**config.mk**
```make
export PLATFORM = sky130hd
export DESIGN_NAME = ufc_top
export DESIGN_NICKNAME = d
export VERILOG_FILES = /design/src/ufc_pkg.sv /design/src/ufc_top.sv
export SDC_FILE = /design/constraint.sdc
export NUM_CORES = 1
export LEC_CHECK = 0
export BUFFER_PORTS_ARGS = -buffer_cell sky130_fd_sc_hd__buf_4
export CELL_PAD_IN_SITES_DETAIL_PLACEMENT = 0
export CELL_PAD_IN_SITES_GLOBAL_PLACEMENT = 1
export CORE_ASPECT_RATIO = 0.6
export CORE_MARGIN = 5
export CORE_UTILIZATION = 40
export CTS_BUF_LIST = sky130_fd_sc_hd__clkbuf_8
export DETAILED_ROUTE_END_ITERATION = 8
export PLACE_DENSITY_LB_ADDON = 0.1
export RECOVER_POWER = 25
export SLEW_MARGIN = 10
export SYNTH_ARGS = -nofsm -noshare
export SYNTH_HDL_FRONTEND = slang
export SYNTH_SLANG_ARGS = --single-unit
```
**constraint.sdc**
```tcl
create_clock -name clk -period 3.9 [get_ports clk]
set_input_delay 0.78 -clock clk [delete_from_list [all_inputs] [get_ports clk]]
set_output_delay 0.78 -clock clk [all_outputs]
set_load 0.02 [all_outputs]
```
**src/ufc_pkg.sv**
```systemverilog
// constants for the serial frame control and status block
// assumes a 32-bit apb master and a single 20 mhz clock
package ufc_pkg;
	localparam int AW = 8;
	// register byte offsets
	localparam logic [AW-1:0] OFF_MODE  = 8'h00;
	localparam logic [AW-1:0] OFF_ERR   = 8'h04;
	localparam logic [AW-1:0] OFF_TXST  = 8'h08;
	localparam logic [AW-1:0] OFF_TXBUF = 8'h0c;
	localparam logic [AW-1:0] OFF_RXBUF = 8'h10;
	localparam logic [AW-1:0] OFF_BAUD  = 8'h14;
	// mode register fields
	localparam int BIT_POWER = 7;
	localparam int BIT_TXE   = 6;
	localparam int BIT_RXE   = 5;
	localparam int BIT_PSH   = 4;
	localparam int BIT_PSL   = 3;
	localparam int BIT_CL    = 2;
	localparam int BIT_SL    = 1;
	localparam int BIT_ISRM  = 0;
	// error and transmit status fields
	localparam int BIT_PE  = 2;
	localparam int BIT_FE  = 1;
	localparam int BIT_OVE = 0;
	localparam int BIT_TBF = 1;
	localparam int BIT_TSF = 0;
	// reset values
	localparam logic [7:0] MODE_RST = 8'h01;
	localparam logic [7:0] BAUD_RST = 8'hff;
	localparam logic [7:0] BUF_RST  = 8'hff;
	// base clock is clk divided by this count
	localparam logic [3:0] BASE_DIV = 4'h2;
	// last data bit index for 7 and 8 bit characters
	localparam logic [2:0] LAST7 = 3'h6;
	localparam logic [2:0] LAST8 = 3'h7;
	typedef enum logic [2:0] {
		UFC_IDLE,
		UFC_START,
		UFC_DATA,
		UFC_PAR,
		UFC_STOP,
		UFC_STOP2
	} ufc_state_t;
endpackage

```
**src/ufc_top.sv**
```systemverilog
// serial frame control and status block with apb register access
// assumes apb master in the clk domain; serial input synchronous to clk
//
// The APB register port and the register addresses were chosen for this implementation.
`timescale 1ns/1ps
`default_nettype none
module ufc_top (
	// clock and reset
	input  wire logic                   clk,
	input  wire logic                   arst_n,
	// apb slave
	input  wire logic                   psel,
	input  wire logic                   penable,
	input  wire logic                   pwrite,
	input  wire logic [ufc_pkg::AW-1:0] paddr,
	input  wire logic [31:0]            pwdata,
	output logic      [31:0]            prdata,
	output logic                        pready,
	output logic                        pslverr,
	// serial pins
	input  wire logic                   serial_input_pin,
	output logic                        serial_output_pin,
	// completion events
	output logic                        receive_done_irq,
	output logic                        receive_error_irq,
	output logic                        transmit_done_irq
);
	import ufc_pkg::*;

	logic [7:0] mode_q;
	logic [7:0] baud_q;
	logic [3:0] base_cnt_q;
	logic       base_tick_q;
	logic       power_run_q;
	logic       tx_run_q;
	logic       rx_run_q;
	ufc_state_t tx_state_q;
	ufc_state_t rx_state_q;
	logic [8:0] tx_tmr_q;
	logic [8:0] rx_tmr_q;
	logic [2:0] tx_cnt_q;
	logic [2:0] rx_cnt_q;
	logic [7:0] tx_buf_q;
	logic [7:0] tx_sh_q;
	logic       tx_par_q;
	logic       tx_full_q;
	logic       tx_busy_q;
	logic [7:0] rx_sh_q;
	logic       rx_par_q;
	logic [7:0] rx_buf_q;
	logic       rx_full_q;
	logic [2:0] err_q;
	logic       setup;
	logic       access;
	logic       wr;
	logic       rd;
	logic       mapped;
	logic [7:0] rd_mux;
	logic [7:0] tx_status;
	logic       par_on;
	logic       odd_sel;
	logic [2:0] last_bit;
	logic [8:0] bit_last;
	logic [8:0] bit_mid;
	logic       tx_wr;
	logic       tx_end;
	logic       rx_fin;
	logic [7:0] rx_data;
	logic       pe_set;
	logic       fe_set;
	logic       ove_set;
	logic       tx_par_d;

	assign setup    = psel && !penable;
	assign access   = psel && penable && pready;
	assign wr       = access && pwrite;
	assign rd       = access && !pwrite;
	assign par_on   = mode_q[BIT_PSH];
	assign odd_sel  = !mode_q[BIT_PSL];
	assign last_bit = mode_q[BIT_CL] ? LAST8 : LAST7;
	assign bit_last = {baud_q, 1'b0} - 9'h001;
	assign bit_mid  = {1'b0, baud_q};

	// base clock enable from clk
	always_ff @(posedge clk or negedge arst_n) begin
		if (!arst_n) begin
			base_cnt_q  <= 4'h0;
			base_tick_q <= 1'b0;
		end else if (base_cnt_q == BASE_DIV - 4'h1) begin
			base_cnt_q  <= 4'h0;
			base_tick_q <= 1'b1;
		end else begin
			base_cnt_q  <= base_cnt_q + 4'h1;
			base_tick_q <= 1'b0;
		end
	end

	// power on and enables taken on the base clock, power off clears them at once
	always_ff @(posedge clk or negedge arst_n) begin
		if (!arst_n) begin
			power_run_q <= 1'b0;
			tx_run_q    <= 1'b0;
			rx_run_q    <= 1'b0;
		end else if (!mode_q[BIT_POWER]) begin
			power_run_q <= 1'b0;
			tx_run_q    <= 1'b0;
			rx_run_q    <= 1'b0;
		end else if (base_tick_q) begin
			power_run_q <= 1'b1;
			tx_run_q    <= power_run_q && mode_q[BIT_TXE];
			rx_run_q    <= power_run_q && mode_q[BIT_RXE];
		end
	end

	// register read decode
	always_comb begin
		tx_status = 8'h00;
		if (mode_q[BIT_POWER] && mode_q[BIT_TXE]) begin
			tx_status[BIT_TBF] = tx_full_q;
			tx_status[BIT_TSF] = tx_busy_q;
		end
		mapped = 1'b1;
		rd_mux = 8'h00;
		case (paddr)
			OFF_MODE:  rd_mux = mode_q;
			OFF_ERR:   rd_mux = {5'h00, err_q};
			OFF_TXST:  rd_mux = tx_status;
			OFF_TXBUF: rd_mux = tx_buf_q;
			OFF_RXBUF: rd_mux = rx_buf_q;
			OFF_BAUD:  rd_mux = baud_q;
			default:   mapped = 1'b0;
		endcase
	end

	// apb answer: one cycle access phase
	always_ff @(posedge clk or negedge arst_n) begin
		if (!arst_n) begin
			pready  <= 1'b0;
			pslverr <= 1'b0;
			prdata  <= 32'h0000_0000;
		end else begin
			pready  <= setup;
			pslverr <= setup && !mapped;
			if (setup) begin
				prdata <= pwrite ? 32'h0000_0000 : {24'h00_0000, rd_mux};
			end
		end
	end

	// writable registers
	always_ff @(posedge clk or negedge arst_n) begin
		if (!arst_n) begin
			mode_q <= MODE_RST;
			baud_q <= BAUD_RST;
		end else if (wr && paddr == OFF_MODE) begin
			mode_q <= pwdata[7:0];
		end else if (wr && paddr == OFF_BAUD) begin
			baud_q <= pwdata[7:0];
		end
	end

	assign tx_wr  = wr && paddr == OFF_TXBUF && tx_run_q;
	assign tx_end = base_tick_q && tx_tmr_q == bit_last &&
		(tx_state_q == UFC_STOP2 || (tx_state_q == UFC_STOP && !mode_q[BIT_SL]));

	// parity bit for the buffered character
	always_comb begin
		tx_par_d = 1'b0;
		if (par_on) begin
			tx_par_d = odd_sel ^ (^(tx_buf_q & {mode_q[BIT_CL], 7'h7f}));
		end
	end

	// transmitter
	always_ff @(posedge clk or negedge arst_n) begin
		if (!arst_n) begin
			tx_state_q        <= UFC_IDLE;
			tx_tmr_q          <= 9'h000;
			tx_cnt_q          <= 3'h0;
			tx_buf_q          <= BUF_RST;
			tx_sh_q           <= 8'h00;
			tx_par_q          <= 1'b0;
			tx_full_q         <= 1'b0;
			tx_busy_q         <= 1'b0;
			serial_output_pin <= 1'b1;
			transmit_done_irq <= 1'b0;
		end else if (!tx_run_q) begin
			tx_state_q        <= UFC_IDLE;
			tx_tmr_q          <= 9'h000;
			tx_cnt_q          <= 3'h0;
			tx_full_q         <= 1'b0;
			tx_busy_q         <= 1'b0;
			serial_output_pin <= 1'b1;
			transmit_done_irq <= 1'b0;
		end else begin
			transmit_done_irq <= tx_end;
			// first load waits for a base tick so the start bit is a full bit
			if ((tx_state_q == UFC_IDLE && tx_full_q && base_tick_q) ||
				(tx_end && tx_full_q)) begin
				tx_state_q        <= UFC_START;
				tx_sh_q           <= tx_buf_q;
				tx_par_q          <= tx_par_d;
				tx_full_q         <= 1'b0;
				tx_busy_q         <= 1'b1;
				tx_tmr_q          <= 9'h000;
				serial_output_pin <= 1'b0;
			end else if (tx_end) begin
				tx_state_q        <= UFC_IDLE;
				tx_busy_q         <= 1'b0;
				serial_output_pin <= 1'b1;
			end else if (base_tick_q && tx_state_q != UFC_IDLE) begin
				tx_tmr_q <= (tx_tmr_q == bit_last) ? 9'h000 : tx_tmr_q + 9'h001;
				if (tx_tmr_q == bit_last) begin
					case (tx_state_q)
						UFC_START: begin
							tx_state_q        <= UFC_DATA;
							tx_cnt_q          <= 3'h0;
							serial_output_pin <= tx_sh_q[0];
						end
						UFC_DATA: begin
							tx_sh_q  <= {1'b0, tx_sh_q[7:1]};
							tx_cnt_q <= tx_cnt_q + 3'h1;
							if (tx_cnt_q == last_bit) begin
								tx_state_q        <= par_on || mode_q[BIT_PSL] ? UFC_PAR : UFC_STOP;
								serial_output_pin <= par_on ? tx_par_q : !mode_q[BIT_PSL];
							end else begin
								serial_output_pin <= tx_sh_q[1];
							end
						end
						UFC_PAR: begin
							tx_state_q        <= UFC_STOP;
							serial_output_pin <= 1'b1;
						end
						UFC_STOP: begin
							tx_state_q <= UFC_STOP2;
						end
						default: begin
							tx_state_q <= UFC_IDLE;
						end
					endcase
				end
			end
			if (tx_wr) begin
				tx_buf_q  <= pwdata[7:0];
				tx_full_q <= 1'b1;
			end
		end
	end

	assign rx_fin  = base_tick_q && rx_state_q == UFC_STOP && rx_tmr_q == bit_mid;
	assign rx_data = mode_q[BIT_CL] ? rx_sh_q : {1'b0, rx_sh_q[7:1]};
	assign pe_set  = rx_fin && par_on &&
		(rx_par_q != (odd_sel ^ (^rx_data)));
	assign fe_set  = rx_fin && !serial_input_pin;
	assign ove_set = rx_fin && rx_full_q;

	// receiver
	always_ff @(posedge clk or negedge arst_n) begin
		if (!arst_n) begin
			rx_state_q <= UFC_IDLE;
			rx_tmr_q   <= 9'h000;
			rx_cnt_q   <= 3'h0;
			rx_sh_q    <= 8'h00;
			rx_par_q   <= 1'b0;
		end else if (!rx_run_q) begin
			rx_state_q <= UFC_IDLE;
			rx_tmr_q   <= 9'h000;
			rx_cnt_q   <= 3'h0;
		end else if (base_tick_q) begin
			rx_tmr_q <= (rx_tmr_q == bit_last) ? 9'h000 : rx_tmr_q + 9'h001;
			case (rx_state_q)
				UFC_IDLE: begin
					rx_tmr_q <= 9'h000;
					if (!serial_input_pin) begin
						rx_state_q <= UFC_START;
					end
				end
				UFC_START: begin
					if (rx_tmr_q == bit_mid && serial_input_pin) begin
						rx_state_q <= UFC_IDLE;
					end else if (rx_tmr_q == bit_last) begin
						rx_state_q <= UFC_DATA;
						rx_cnt_q   <= 3'h0;
					end
				end
				UFC_DATA: begin
					if (rx_tmr_q == bit_mid) begin
						rx_sh_q <= {serial_input_pin, rx_sh_q[7:1]};
					end
					if (rx_tmr_q == bit_last) begin
						rx_cnt_q <= rx_cnt_q + 3'h1;
						if (rx_cnt_q == last_bit) begin
							rx_state_q <= par_on || mode_q[BIT_PSL] ? UFC_PAR : UFC_STOP;
						end
					end
				end
				UFC_PAR: begin
					if (rx_tmr_q == bit_mid) begin
						rx_par_q <= serial_input_pin;
					end
					if (rx_tmr_q == bit_last) begin
						rx_state_q <= UFC_STOP;
					end
				end
				default: begin
					if (rx_tmr_q == bit_mid) begin
						rx_state_q <= UFC_IDLE;
					end
				end
			endcase
		end
	end

	// receive buffer, error flags and receive events
	always_ff @(posedge clk or negedge arst_n) begin
		if (!arst_n) begin
			rx_buf_q          <= BUF_RST;
			rx_full_q         <= 1'b0;
			err_q             <= 3'h0;
			receive_done_irq  <= 1'b0;
			receive_error_irq <= 1'b0;
		end else if (!mode_q[BIT_POWER]) begin
			rx_buf_q          <= BUF_RST;
			rx_full_q         <= 1'b0;
			err_q             <= 3'h0;
			receive_done_irq  <= 1'b0;
			receive_error_irq <= 1'b0;
		end else begin
			if (rd && paddr == OFF_RXBUF) begin
				rx_full_q <= 1'b0;
			end
			if (rx_fin && !rx_full_q) begin
				rx_buf_q  <= rx_data;
				rx_full_q <= 1'b1;
			end
			// set wins over read clear
			err_q <= (err_q & {3{!(rd && paddr == OFF_ERR)}}) | {pe_set, fe_set, ove_set};
			receive_done_irq  <= rx_fin &&
				(!(pe_set || fe_set || ove_set) || mode_q[BIT_ISRM]);
			receive_error_irq <= rx_fin &&
				(pe_set || fe_set || ove_set) && !mode_q[BIT_ISRM];
		end
	end
endmodule
`default_nettype wire

```
==> results.cfg, run 1 <==
[worst_setup_path]
cp-start-kind = register
critical_path_class = reg -> reg
worstPathArrival_ns = 3.59
crit_path_max_incr_delay_ns = 0.66
critical_path_required_ns = 4.15
crit_fanout = 17
worstSetupEndpointType = register
r2r-start = baud_q[0]$_DFFE_PN1P_
crit_start = baud_q[0]$_DFFE_PN1P_
crit_chain = inv_1, ha_1, or3b_4, mux2_2, a2111oi_4, nand3_2, o31ai_1, o21ai_0
crit_path_top_delay_cell = dfstp_2

[route]
drt-total-wl_um = 16900
avgRoutedWirePerCell_um = 18.9
drt_pass1_iterations = 5
drcViolationCount = 0
viasPerCell = 5.55
drt_iter0_drc = 394
final_antenna_net_count = 0
num_vias = 4971

[grt]
grtUsageMet1_pct = 30.1
gr-usage-met3_pct = 3.22
gr-usage-met2_pct = 25.9
grt_max_degree = 65
grt_usage_pct = 18.6
top_usage_layer = met1
grt_pass1_vias = 4937
antenna_found_initial = 0
grt_pass1_wl_um = 28000
gr-total-overflow = 0

[final_layout]
layout_common_cells = dfrtp_1, nand2_1, xnor2_1, nor2_1, buf_4
drive_gt1_share_pct = 18.0
syn_to_final_growth_pct = 7.37
utilization_pct = 43.3
layout_commonest_cell = dfrtp_1
final_area_mm2 = 0.00696
num_antenna_cells = 0
nFillCells = 1545
finalNetCount = 733

[min_path]
hp-class = reg -> reg
holdCritStartpoint = tx_cnt_q[2]$_DFFE_PN0P_

[pwr]
p_per_area_mw_per_mm2 = 275
p_total_mw = 1.91
p_leak_nw = 2.93
vdd_drop_max_mv = 0.149

[floorplan]
die_area_mm2 = 0.0189
die_height_um = 109
die_x_um = 174
core-area_mm2 = 0.0161
rows = 36
initial_utilization_pct = 40.3
ioPinCount = 84

[yosys]
syn_area_per_cell_um2 = 9.65
ys_seq_area_share_pct = 42.2
synthCells = 672
yosysWarningCount = 0
async_flop_share_pct = 100
synth-edff-count = 0
synth-seq-cells = 108
synth_flop_cell = dfrtp_1
yosysUniqueCellTypes = 70
syn_area_mm2 = 0.00648

[placed_design]
place_hpwl_um = 12600
place_area_mm2 = 0.00678
place.gp.congestion = 0.808
portBuffers = 35

[timing]
fmax_mhz = 299
slew_violations = 45
grt_setup_unrepaired = false
period_share_pct = 85.7
period_needed_ns = 3.34
setup_viol = 0
hold_viol = 0
clock_skew_ns = 0.0145
fin_setup_tns_ns = 0
tightest_slew_ns = 2.62
slew_headroom_pct = -74.5

[clock_tree]
cts.htree.levels = 3
insertion_delay_ns = 0.38
cts_tree = yes
postCtsSetupBuffers = 0
cts.path.max_buffers = 2
cts_resized = 0
path_clk_slew_ns = 0.11
cts_made_buffers = 9
cts.sink_count = 108
hold_buffers = 0
clock-root-buffer = clkbuf_8

[status]
violations = capacitance limit, slew limit
status = finished with violations

[job]
cap_violations = 1
Yosys cell counts (3+ instances only):
master	n	area [um2]
a211oi_1	14	105
a211oi_2	4	50.1
a21o_1	3	22.5
a21oi_1	19	95.1
a221o_1	4	40.0
a221oi_1	6	52.6
a22o_1	4	35.0
a2bb2oi_1	10	87.6
a31oi_1	10	62.6
and3_1	11	68.8
and3b_1	3	26.3
buf_1	6	22.5
buf_2	5	25.0
buf_4	25	188
buf_6	3	33.8
clkbuf_1	25	93.8
dfrtp_1	82	2050
dfstp_2	26	683
ha_1	5	62.6
inv_1	25	93.8
mux2_2	30	338
mux2i_1	27	270
nand2_1	69	259
nand2b_1	7	43.8
nand3_1	25	125
nand4_1	4	25.0
nor2_1	40	150
nor2b_1	9	56.3
nor3_1	21	105
nor3b_1	3	22.5
nor4_1	6	37.5
o211ai_1	6	45.0
o21ai_0	32	160
o311ai_0	3	26.3
o31ai_1	5	37.5
or2_2	3	18.8
or3_1	3	18.8
xnor2_1	41	359
xor2_1	10	87.6
stage by stage:
step	worst slack, ns	cells	hold slack (ns)
2_1_floorplan	0.996	695	0.439
3_3_place_gp	0.638	880	0.468
3_5_place_dp	0.595	880	0.465
4_1_cts	0.557	896	0.422
5_1_grt	0.285	896	0.515
6_report	0.557	896	0.486
where the power goes:
group	internal [mW]	switching (mW)	leakage (nW)
clock network	0.292	0.393	0.107
registers	1.12	0.00333	1.41
logic	0.0286	0.0714	1.41
flip-flops by register name, indices dropped and copies added, names as in the netlist, 3 cells and up:
register and count:
tx_state_q 3, base_cnt_q 4, rx_buf_q 8, rx_cnt_q 3, baud_q 8, mode_q 8, prdata 8, rx_sh_q 8
tx_sh_q 8, tx_tmr_q 9, err_q 3, rx_tmr_q 9, tx_buf_q 8, rx_state_q 3, tx_cnt_q 3
path summary, 6_finish.rpt:
path	depth (start not counted)	slack, ns	end
worst max-delay path	8	0.56	tx_cnt_q[1]$_DFFE_PN0P_
worst min-delay path	1	0.49	tx_cnt_q[2]$_DFFE_PN0P_
worst max register to register	8	0.56	tx_cnt_q[1]$_DFFE_PN0P_
worst min register to register	1	0.49	tx_cnt_q[2]$_DFFE_PN0P_
max in group asynchronous	1	1.20	prdata[0]$_DFFE_PN0P_
min in group asynchronous	1	1.20	rx_tmr_q[5]$_DFFE_PN0P_
critical path, delay by kind of cell (launching register included):
family | cells | cell delay [ns]
compound gates | 3 | 1.11
simple gates | 2 | 0.72
flops | 1 | 0.66
mux | 1 | 0.36
fa+ha+maj | 1 | 0.26
buf+inv | 1 | 0.08
logic make-up after synthesis:
| logic type | share of synthesized area, % |
|---|---|
| multiplexers | 9.61 |
| other | 0.0578 |
| flip-flops | 42.2 |
| AO/OA/AOI/OAI | 16.6 |
| XOR/XNOR | 7.24 |
| adder cells (fa/ha/maj) | 0.965 |
| buffers and inverters | 7.04 |
| AND/OR/NAND/NOR | 16.3 |
metal layers:
metal | share of wire, % | routed length [um]
met3 | 4.7 | 792
met1 | 55 | 9330
met5 | 0 | 0
met2 | 40 | 6720
met4 | 0.38 | 65
layout make-up:
cell class	instances	area [um2]	share of cell area, %
Tap cell	209	262	3.76
Multi-Input combinational cell	498	3380	48.5
Clock inverter	7	63.8	0.917
Timing Repair Buffer	40	305	4.39
Sequential cell	108	2740	39.3
Inverter	25	93.8	1.35
Clock buffer	9	124	1.78
(Power assumes the default switching activity.)
==> run 2, diff against run 1 <==
--- a/config.mk
+++ b/config.mk
@@ -5,6 +5,7 @@
 export SDC_FILE = /design/constraint.sdc
 export NUM_CORES = 1
 export LEC_CHECK = 0
+export ABC_CLOCK_PERIOD_IN_PS = 3900
 export BUFFER_PORTS_ARGS = -buffer_cell sky130_fd_sc_hd__buf_4
 export CELL_PAD_IN_SITES_DETAIL_PLACEMENT = 0
 export CELL_PAD_IN_SITES_GLOBAL_PLACEMENT = 1
@@ -13,7 +14,7 @@
 export CORE_UTILIZATION = 40
 export CTS_BUF_LIST = sky130_fd_sc_hd__clkbuf_8
 export DETAILED_ROUTE_END_ITERATION = 8
-export PLACE_DENSITY_LB_ADDON = 0.1
+export PLACE_DENSITY = 0.8
 export RECOVER_POWER = 25
 export SLEW_MARGIN = 10
 export SYNTH_ARGS = -nofsm -noshare
==> results.cfg, run 2 (synthesis results as in run 1) <==
[min_path]
hold_end = base_tick_q$_DFF_PN0_
hp-class = reg -> reg
holdCritStartpoint = base_cnt_q[3]$_DFF_PN0_
hold_path_depth = 1

[pwr]
p_leak_nw = 2.94
vdd_drop_max_mv = 0.138
p_per_area_mw_per_mm2 = 282

[clock_tree]
cts.htree.levels = 3
hold_buffers = 0
path_clk_slew_ns = 0.11
insertion_delay_ns = 0.39
cts.sink_count = 108
cts_tree = yes
cts_made_buffers = 9
cts_resized = 0
postCtsSetupBuffers = 0
clock-root-buffer = clkbuf_8
cts.path.max_buffers = 2

[timing]
clock_skew_ns = 0.0201
fin_setup_tns_ns = 0
fmax_mhz = 302
slew_headroom_pct = -5.74
tightest_slew_ns = 1.59
grt_setup_unrepaired = false
setup_viol = 0
slew_violations = 61
hold_viol = 0
period_needed_ns = 3.31
whs_ns = 0.471
period_share_pct = 84.9

[route]
drcViolationCount = 0
num_vias = 5078
viasPerCell = 5.66
drt_iter0_drc = 445
drt_pass1_iterations = 5
avgRoutedWirePerCell_um = 18.2
final_antenna_net_count = 0
drt-total-wl_um = 16400

[placed_design]
place_hpwl_um = 12300
place.gp.congestion = 0.846
portBuffers = 35

[floorplan]
core-area_mm2 = 0.0161
ioPinCount = 84
die_area_mm2 = 0.0189
initial_utilization_pct = 40.3
die_height_um = 109
die_x_um = 174
rows = 36

[worst_setup_path]
crit_fanout = 17
worstPathArrival_ns = 3.57
reg2reg_slack_ns = 0.59
worstReg2RegEnd = tx_cnt_q[1]$_DFFE_PN0P_
r2r_cells = 8
r2r-start = baud_q[0]$_DFFE_PN1P_
critical_path_class = reg -> reg
cp-start-kind = register
worstSetupEndpointType = register
crit_start = baud_q[0]$_DFFE_PN1P_
critical_path_required_ns = 4.15

[grt]
grt_pass1_wl_um = 26200
grt_usage_pct = 17.4
gr-total-overflow = 0
antenna_found_initial = 0
grt_pass1_vias = 4799
grt_max_degree = 61

[job]
cap_violations = 1

[final_layout]
nFillCells = 1552
layout_common_cells = dfrtp_1, nand2_1, xnor2_1, nor2_1, buf_4
syn_to_final_growth_pct = 7.82
finalNetCount = 734
drive_gt1_share_pct = 18.9
layout_commonest_cell = dfrtp_1
reg_top3 = rx_tmr_q: 9 flops, tx_tmr_q: 9 flops
num_antenna_cells = 0

[status]
violations = capacitance limit, slew limit
status = finished with violations
[run 2: cell types whose count changed in the layout (fill, tap and decap cells not counted)]
| cell | before | now |
|---|---|---|
| buf_12 | 1 | 0 |
| buf_4 | 36 | 39 |
| clkbuf_1 | 2 | 0 |
| clkbuf_2 | 0 | 1 |
| clkbuf_8 | 9 | 10 |
| clkinv_2 | 1 | 0 |
| clkinv_4 | 2 | 3 |
| inv_1 | 28 | 25 |
| inv_8 | 0 | 2 |
[run 2: metrics by stage]
step / worst slack, ns / instances / total power [mW] / instance area [um2] / utilization (%)
after detailed placement: 0.634 / 881 / 1.25 / 6780 / 42.1
after floorplan: 0.996 / 695 / 1.21 / 6570 / -
after global placement: 0.705 / 881 / 1.25 / 6780 / 42.1
after global routing: 0.461 / 897 / 2.04 / 6990 / 43.5
after CTS: 0.633 / 897 / 1.99 / 6990 / 43.5
final: 0.588 / 897 / 1.97 / 6990 / 43.5
[run 2: report_power, final]
part           total [mW]  internal (mW)  switching [mW]
Sequential           1.13           1.12         0.00337
Clock               0.745          0.327           0.418
Combinational      0.0994         0.0279          0.0715
Total                1.97           1.48           0.492
[run 2: how the worst max path moves through the flow]
stage | slack [ns] | end
after floorplan | 1.0 | tx_tmr_q[5]$_DFFE_PN0P_
after global placement | 0.71 | tx_cnt_q[2]$_DFFE_PN0P_
after detailed placement | 0.63 | tx_sh_q[5]$_DFFE_PN0P_
after CTS | 0.63 | tx_cnt_q[1]$_DFFE_PN0P_
after global routing | 0.46 | tx_cnt_q[1]$_DFFE_PN0P_
final | 0.59 | tx_cnt_q[1]$_DFFE_PN0P_
[run 2: area by class of cell]
cell class              count  area (um2)  area share, %
clock buffers              10         138           1.97
clock inverters             6        78.8           1.13
inverters                  25        93.8           1.34
multi-input cells         498        3380           48.3
flip-flops and latches    108        2740           39.1
well taps                 209         262           3.74
repair buffers             41         305           4.37
[run 2: worst max-delay path, cell delays in order, from the launching register on]
cell and delay, ns:
dfstp_2 0.68, inv_1 0.09, ha_1 0.26, or3b_4 0.28, mux2_2 0.35, a2111oi_4 0.43
nand3_2 0.42, o31ai_1 0.52, o21ai_0 0.15
[run 2: layer usage]
layer  routed length, um  part of all wire, %  global-route usage [%]
met1                8410                   51                    27.1
met2                6910                   42                    24.8
met3                 964                  5.9                    3.33
met4                  75                 0.46                    3.78
met5                   0                    0                       0
==> run 3, diff against run 2 <==
--- a/config.mk
+++ b/config.mk
@@ -5,7 +5,8 @@
 export SDC_FILE = /design/constraint.sdc
 export NUM_CORES = 1
 export LEC_CHECK = 0
-export ABC_CLOCK_PERIOD_IN_PS = 3900
+export ABC_AREA = 1
+export ABC_CLOCK_PERIOD_IN_PS = 3000
 export BUFFER_PORTS_ARGS = -buffer_cell sky130_fd_sc_hd__buf_4
 export CELL_PAD_IN_SITES_DETAIL_PLACEMENT = 0
 export CELL_PAD_IN_SITES_GLOBAL_PLACEMENT = 1
@@ -14,7 +15,7 @@
 export CORE_UTILIZATION = 40
 export CTS_BUF_LIST = sky130_fd_sc_hd__clkbuf_8
 export DETAILED_ROUTE_END_ITERATION = 8
-export PLACE_DENSITY = 0.8
+export PLACE_DENSITY = 0.86
 export RECOVER_POWER = 25
 export SLEW_MARGIN = 10
 export SYNTH_ARGS = -nofsm -noshare
==> constraint.sdc (replaced) <==
create_clock -name clk -period 3 [get_ports clk]
set_input_delay 0.6 -clock clk [delete_from_list [all_inputs] [get_ports clk]]
set_output_delay 0.6 -clock clk [all_outputs]
set_load 0.02 [all_outputs]
==> results.cfg, run 3 <==
[timing]
setup_viol = 0
fmax_mhz = 374
period_share_pct = 89.1
tightest_slew_ns = 2.14
slew_headroom_pct = -42.6
hold_viol = 0
whs_ns = 0.387
fin_setup_tns_ns = 0
clock_skew_ns = 0.0163
grt_setup_unrepaired = false
slew_violations = 37
period_needed_ns = 2.67

[final_layout]
utilization_pct = 44.2
layout_common_cells = nand2_1, inv_1, dfrtp_1, nor2_1, o21ai_0
drive_gt1_share_pct = 12.1
num_antenna_cells = 0
finalNetCount = 966
syn_to_final_growth_pct = 9.68
reg_top3 = rx_tmr_q: 9 flops, tx_tmr_q: 9 flops
fin_cells = 1129
layout_commonest_cell = nand2_1

[worst_setup_path]
critical_path_class = reg -> reg
worstSetupEndpointType = register
cp-start-kind = register
crit_chain = inv_2, ha_1, inv_1, nand2_1, nand2_1, nand2_1, nor2_1, nand4_1, nor2_2, nand3_4, nand2_8, nand2_4, nor2_1, nand2_1, o21ai_0
crit_fanout = 31
crit_path_top_delay_cell = dfstp_2
critical_path_required_ns = 3.31
cpMostUsedCell = nand2_1
worstPathArrival_ns = 2.99
crit_path_max_incr_delay_ns = 0.66

[floorplan]
rows = 36
ioPinCount = 84
initial_utilization_pct = 40.3
die_area_mm2 = 0.0189
die_x_um = 174
die_height_um = 109
core-area_mm2 = 0.0161

[pwr]
power_switching_uw = 636
p_total_mw = 2.51
p_leak_nw = 3.69
p_per_area_mw_per_mm2 = 352
power.share.switching_pct = 25.4
vdd_drop_max_mv = 0.234
p_comb_share_pct = 5.2
clkPwrFrac_pct = 36.4
intPower_mw = 1.87
seqPwrFrac_pct = 58.4

[route]
drt_iter0_drc = 423
final_antenna_net_count = 0
num_vias = 5648
avgRoutedWirePerCell_um = 14.7
drcViolationCount = 0
drt-total-wl_um = 16600
viasPerCell = 5.00
drt_pass1_iterations = 7

[yosys]
yosysTopAreaCell = dfrtp_1
syn_area_mm2 = 0.00649
yosysTopAreaCellShare_pct = 31.6
syn_area_per_cell_um2 = 7.40
async_flop_share_pct = 100
ys_top_cells_by_area = dfrtp_1, nand2_1, dfstp_2, inv_1, o21ai_0
yosysUniqueCellTypes = 41
yosysMostFrequentCell = nand2_1
synthCells = 877
ys_seq_area_share_pct = 42.2
synth-edff-count = 0
yosysWarningCount = 0
synth_flop_cell = dfrtp_1
synthTopCellsByCount = nand2_1, inv_1, dfrtp_1, nor2_1, o21ai_0
synth-seq-cells = 108

[clock_tree]
cts_resized = 0
path_clk_slew_ns = 0.11
cts.sink_count = 108
cts_made_buffers = 9
clock-root-buffer = clkbuf_8
cts.htree.levels = 3
cts_tree = yes
hold_buffers = 0
cts.path.max_buffers = 2
postCtsSetupBuffers = 0
insertion_delay_ns = 0.39

[placed_design]
placed_cells = 1113
place_hpwl_um = 12800
portBuffers = 35
place.gp.congestion = 0.936

[min_path]
hp-class = in -> reg

[grt]
antenna_found_initial = 0
grt_pass1_vias = 5103
grt_usage_pct = 18.1
grt_pass1_wl_um = 27300
grt_max_degree = 53
gr-total-overflow = 0

[status]
status = finished with violations
violations = capacitance limit, slew limit

[job]
cap_violations = 1
-- run 3: changes by cell type in the layout (fill, tap and decap cells not counted), moves of 11 or more --
cell | previous run | this run
nand2_1 | 69 | 224
inv_1 | 25 | 117
nand3_1 | 25 | 66
nor2_1 | 40 | 75
o21ai_0 | 32 | 67
xnor2_1 | 41 | 10
mux2_2 | 30 | 0
nand4_1 | 4 | 29
mux2i_1 | 27 | 4
a21oi_1 | 19 | 40
xor2_1 | 10 | 24
a211oi_1 | 14 | 2
and3_1 | 11 | 0
nor3_1 | 21 | 10
-- run 3: power by group through the flow --
stage	Combinational, mW	Clock [mW]	Sequential [mW]
6_report	0.131	0.911	1.46
5_1_grt	0.147	1.00	1.46
4_1_cts	0.132	0.948	1.46
3_5_place_dp	0.132	0	1.49
3_3_place_gp	0.131	0	1.49
2_1_floorplan	0.0782	0	1.49
-- run 3: per-stage QoR --
stage	worst slack (ns)	instance area, um2
floorplan	0.787	6570
global placement	0.386	6920
detailed placement	0.342	6920
CTS	0.325	7120
global route	0.0995	7110
finish	0.327	7110
-- run 3: final cells by class --
type                    instances  area (um2)
clock inverters                 4        30.0
well taps                     209         262
clock buffers                  12         165
fillers                      1647        8970
inverters                     123         462
multi-input cells             628        3110
repair buffers                 45         347
flip-flops and latches        108        2740
-- run 3: final timing paths --
| kind | cells after the start | slack [ns] | from | endpoint |
|---|---|---|---|---|
| max | 15 | 0.33 | baud_q[0]$_DFFE_PN1P_ | tx_sh_q[7]$_DFFE_PN0P_ |
| min | 2 | 0.39 | penable | pready$_DFF_PN0_ |
| max reg2reg | 15 | 0.33 | baud_q[0]$_DFFE_PN1P_ | tx_sh_q[7]$_DFFE_PN0P_ |
| min reg2reg | 1 | 0.48 | base_cnt_q[3]$_DFF_PN0_ | base_cnt_q[3]$_DFF_PN0_ |
| max in group asynchronous | 1 | 0.95 | arst_n | tx_tmr_q[8]$_DFFE_PN0P_ |
| min in group asynchronous | 1 | 0.82 | arst_n | rx_tmr_q[3]$_DFFE_PN0P_ |
-- run 3: routing by layer --
layer | GRT usage [%] | up-vias | part of all wire, %
met2 | 22.7 | 174 | 37
met3 | 5.72 | 9 | 8.3
met5 | 0 | - | 0
met1 | 29.5 | 2599 | 54
li1 | - | 2866 | -
met4 | 3.16 | 0 | 0.64
-- run 3: critical path, delay by kind of cell (launching register included) --
family                     cells  cell delay, ns
adders and majority gates      1            0.36
AOI/OAI and AO/OA              1            0.07
DFF                            1            0.66
buffers and inverters          2            0.18
and+or+nand+nor               11            1.33
-- run 3: cells by family (layout without fill, tap and decap cells) --
logic type / Yosys count / count (layout) / synth area share (%)
buf+inv: 164 / 184 / 11.1
simple gates: 425 / 425 / 28.9
other cells: 1 / 24 / 0.0578
fa+ha+maj: 5 / 5 / 0.965
xor+xnor: 34 / 34 / 4.59
compound gates: 136 / 136 / 11.6
mux: 4 / 4 / 0.617
flops: 108 / 108 / 42.2
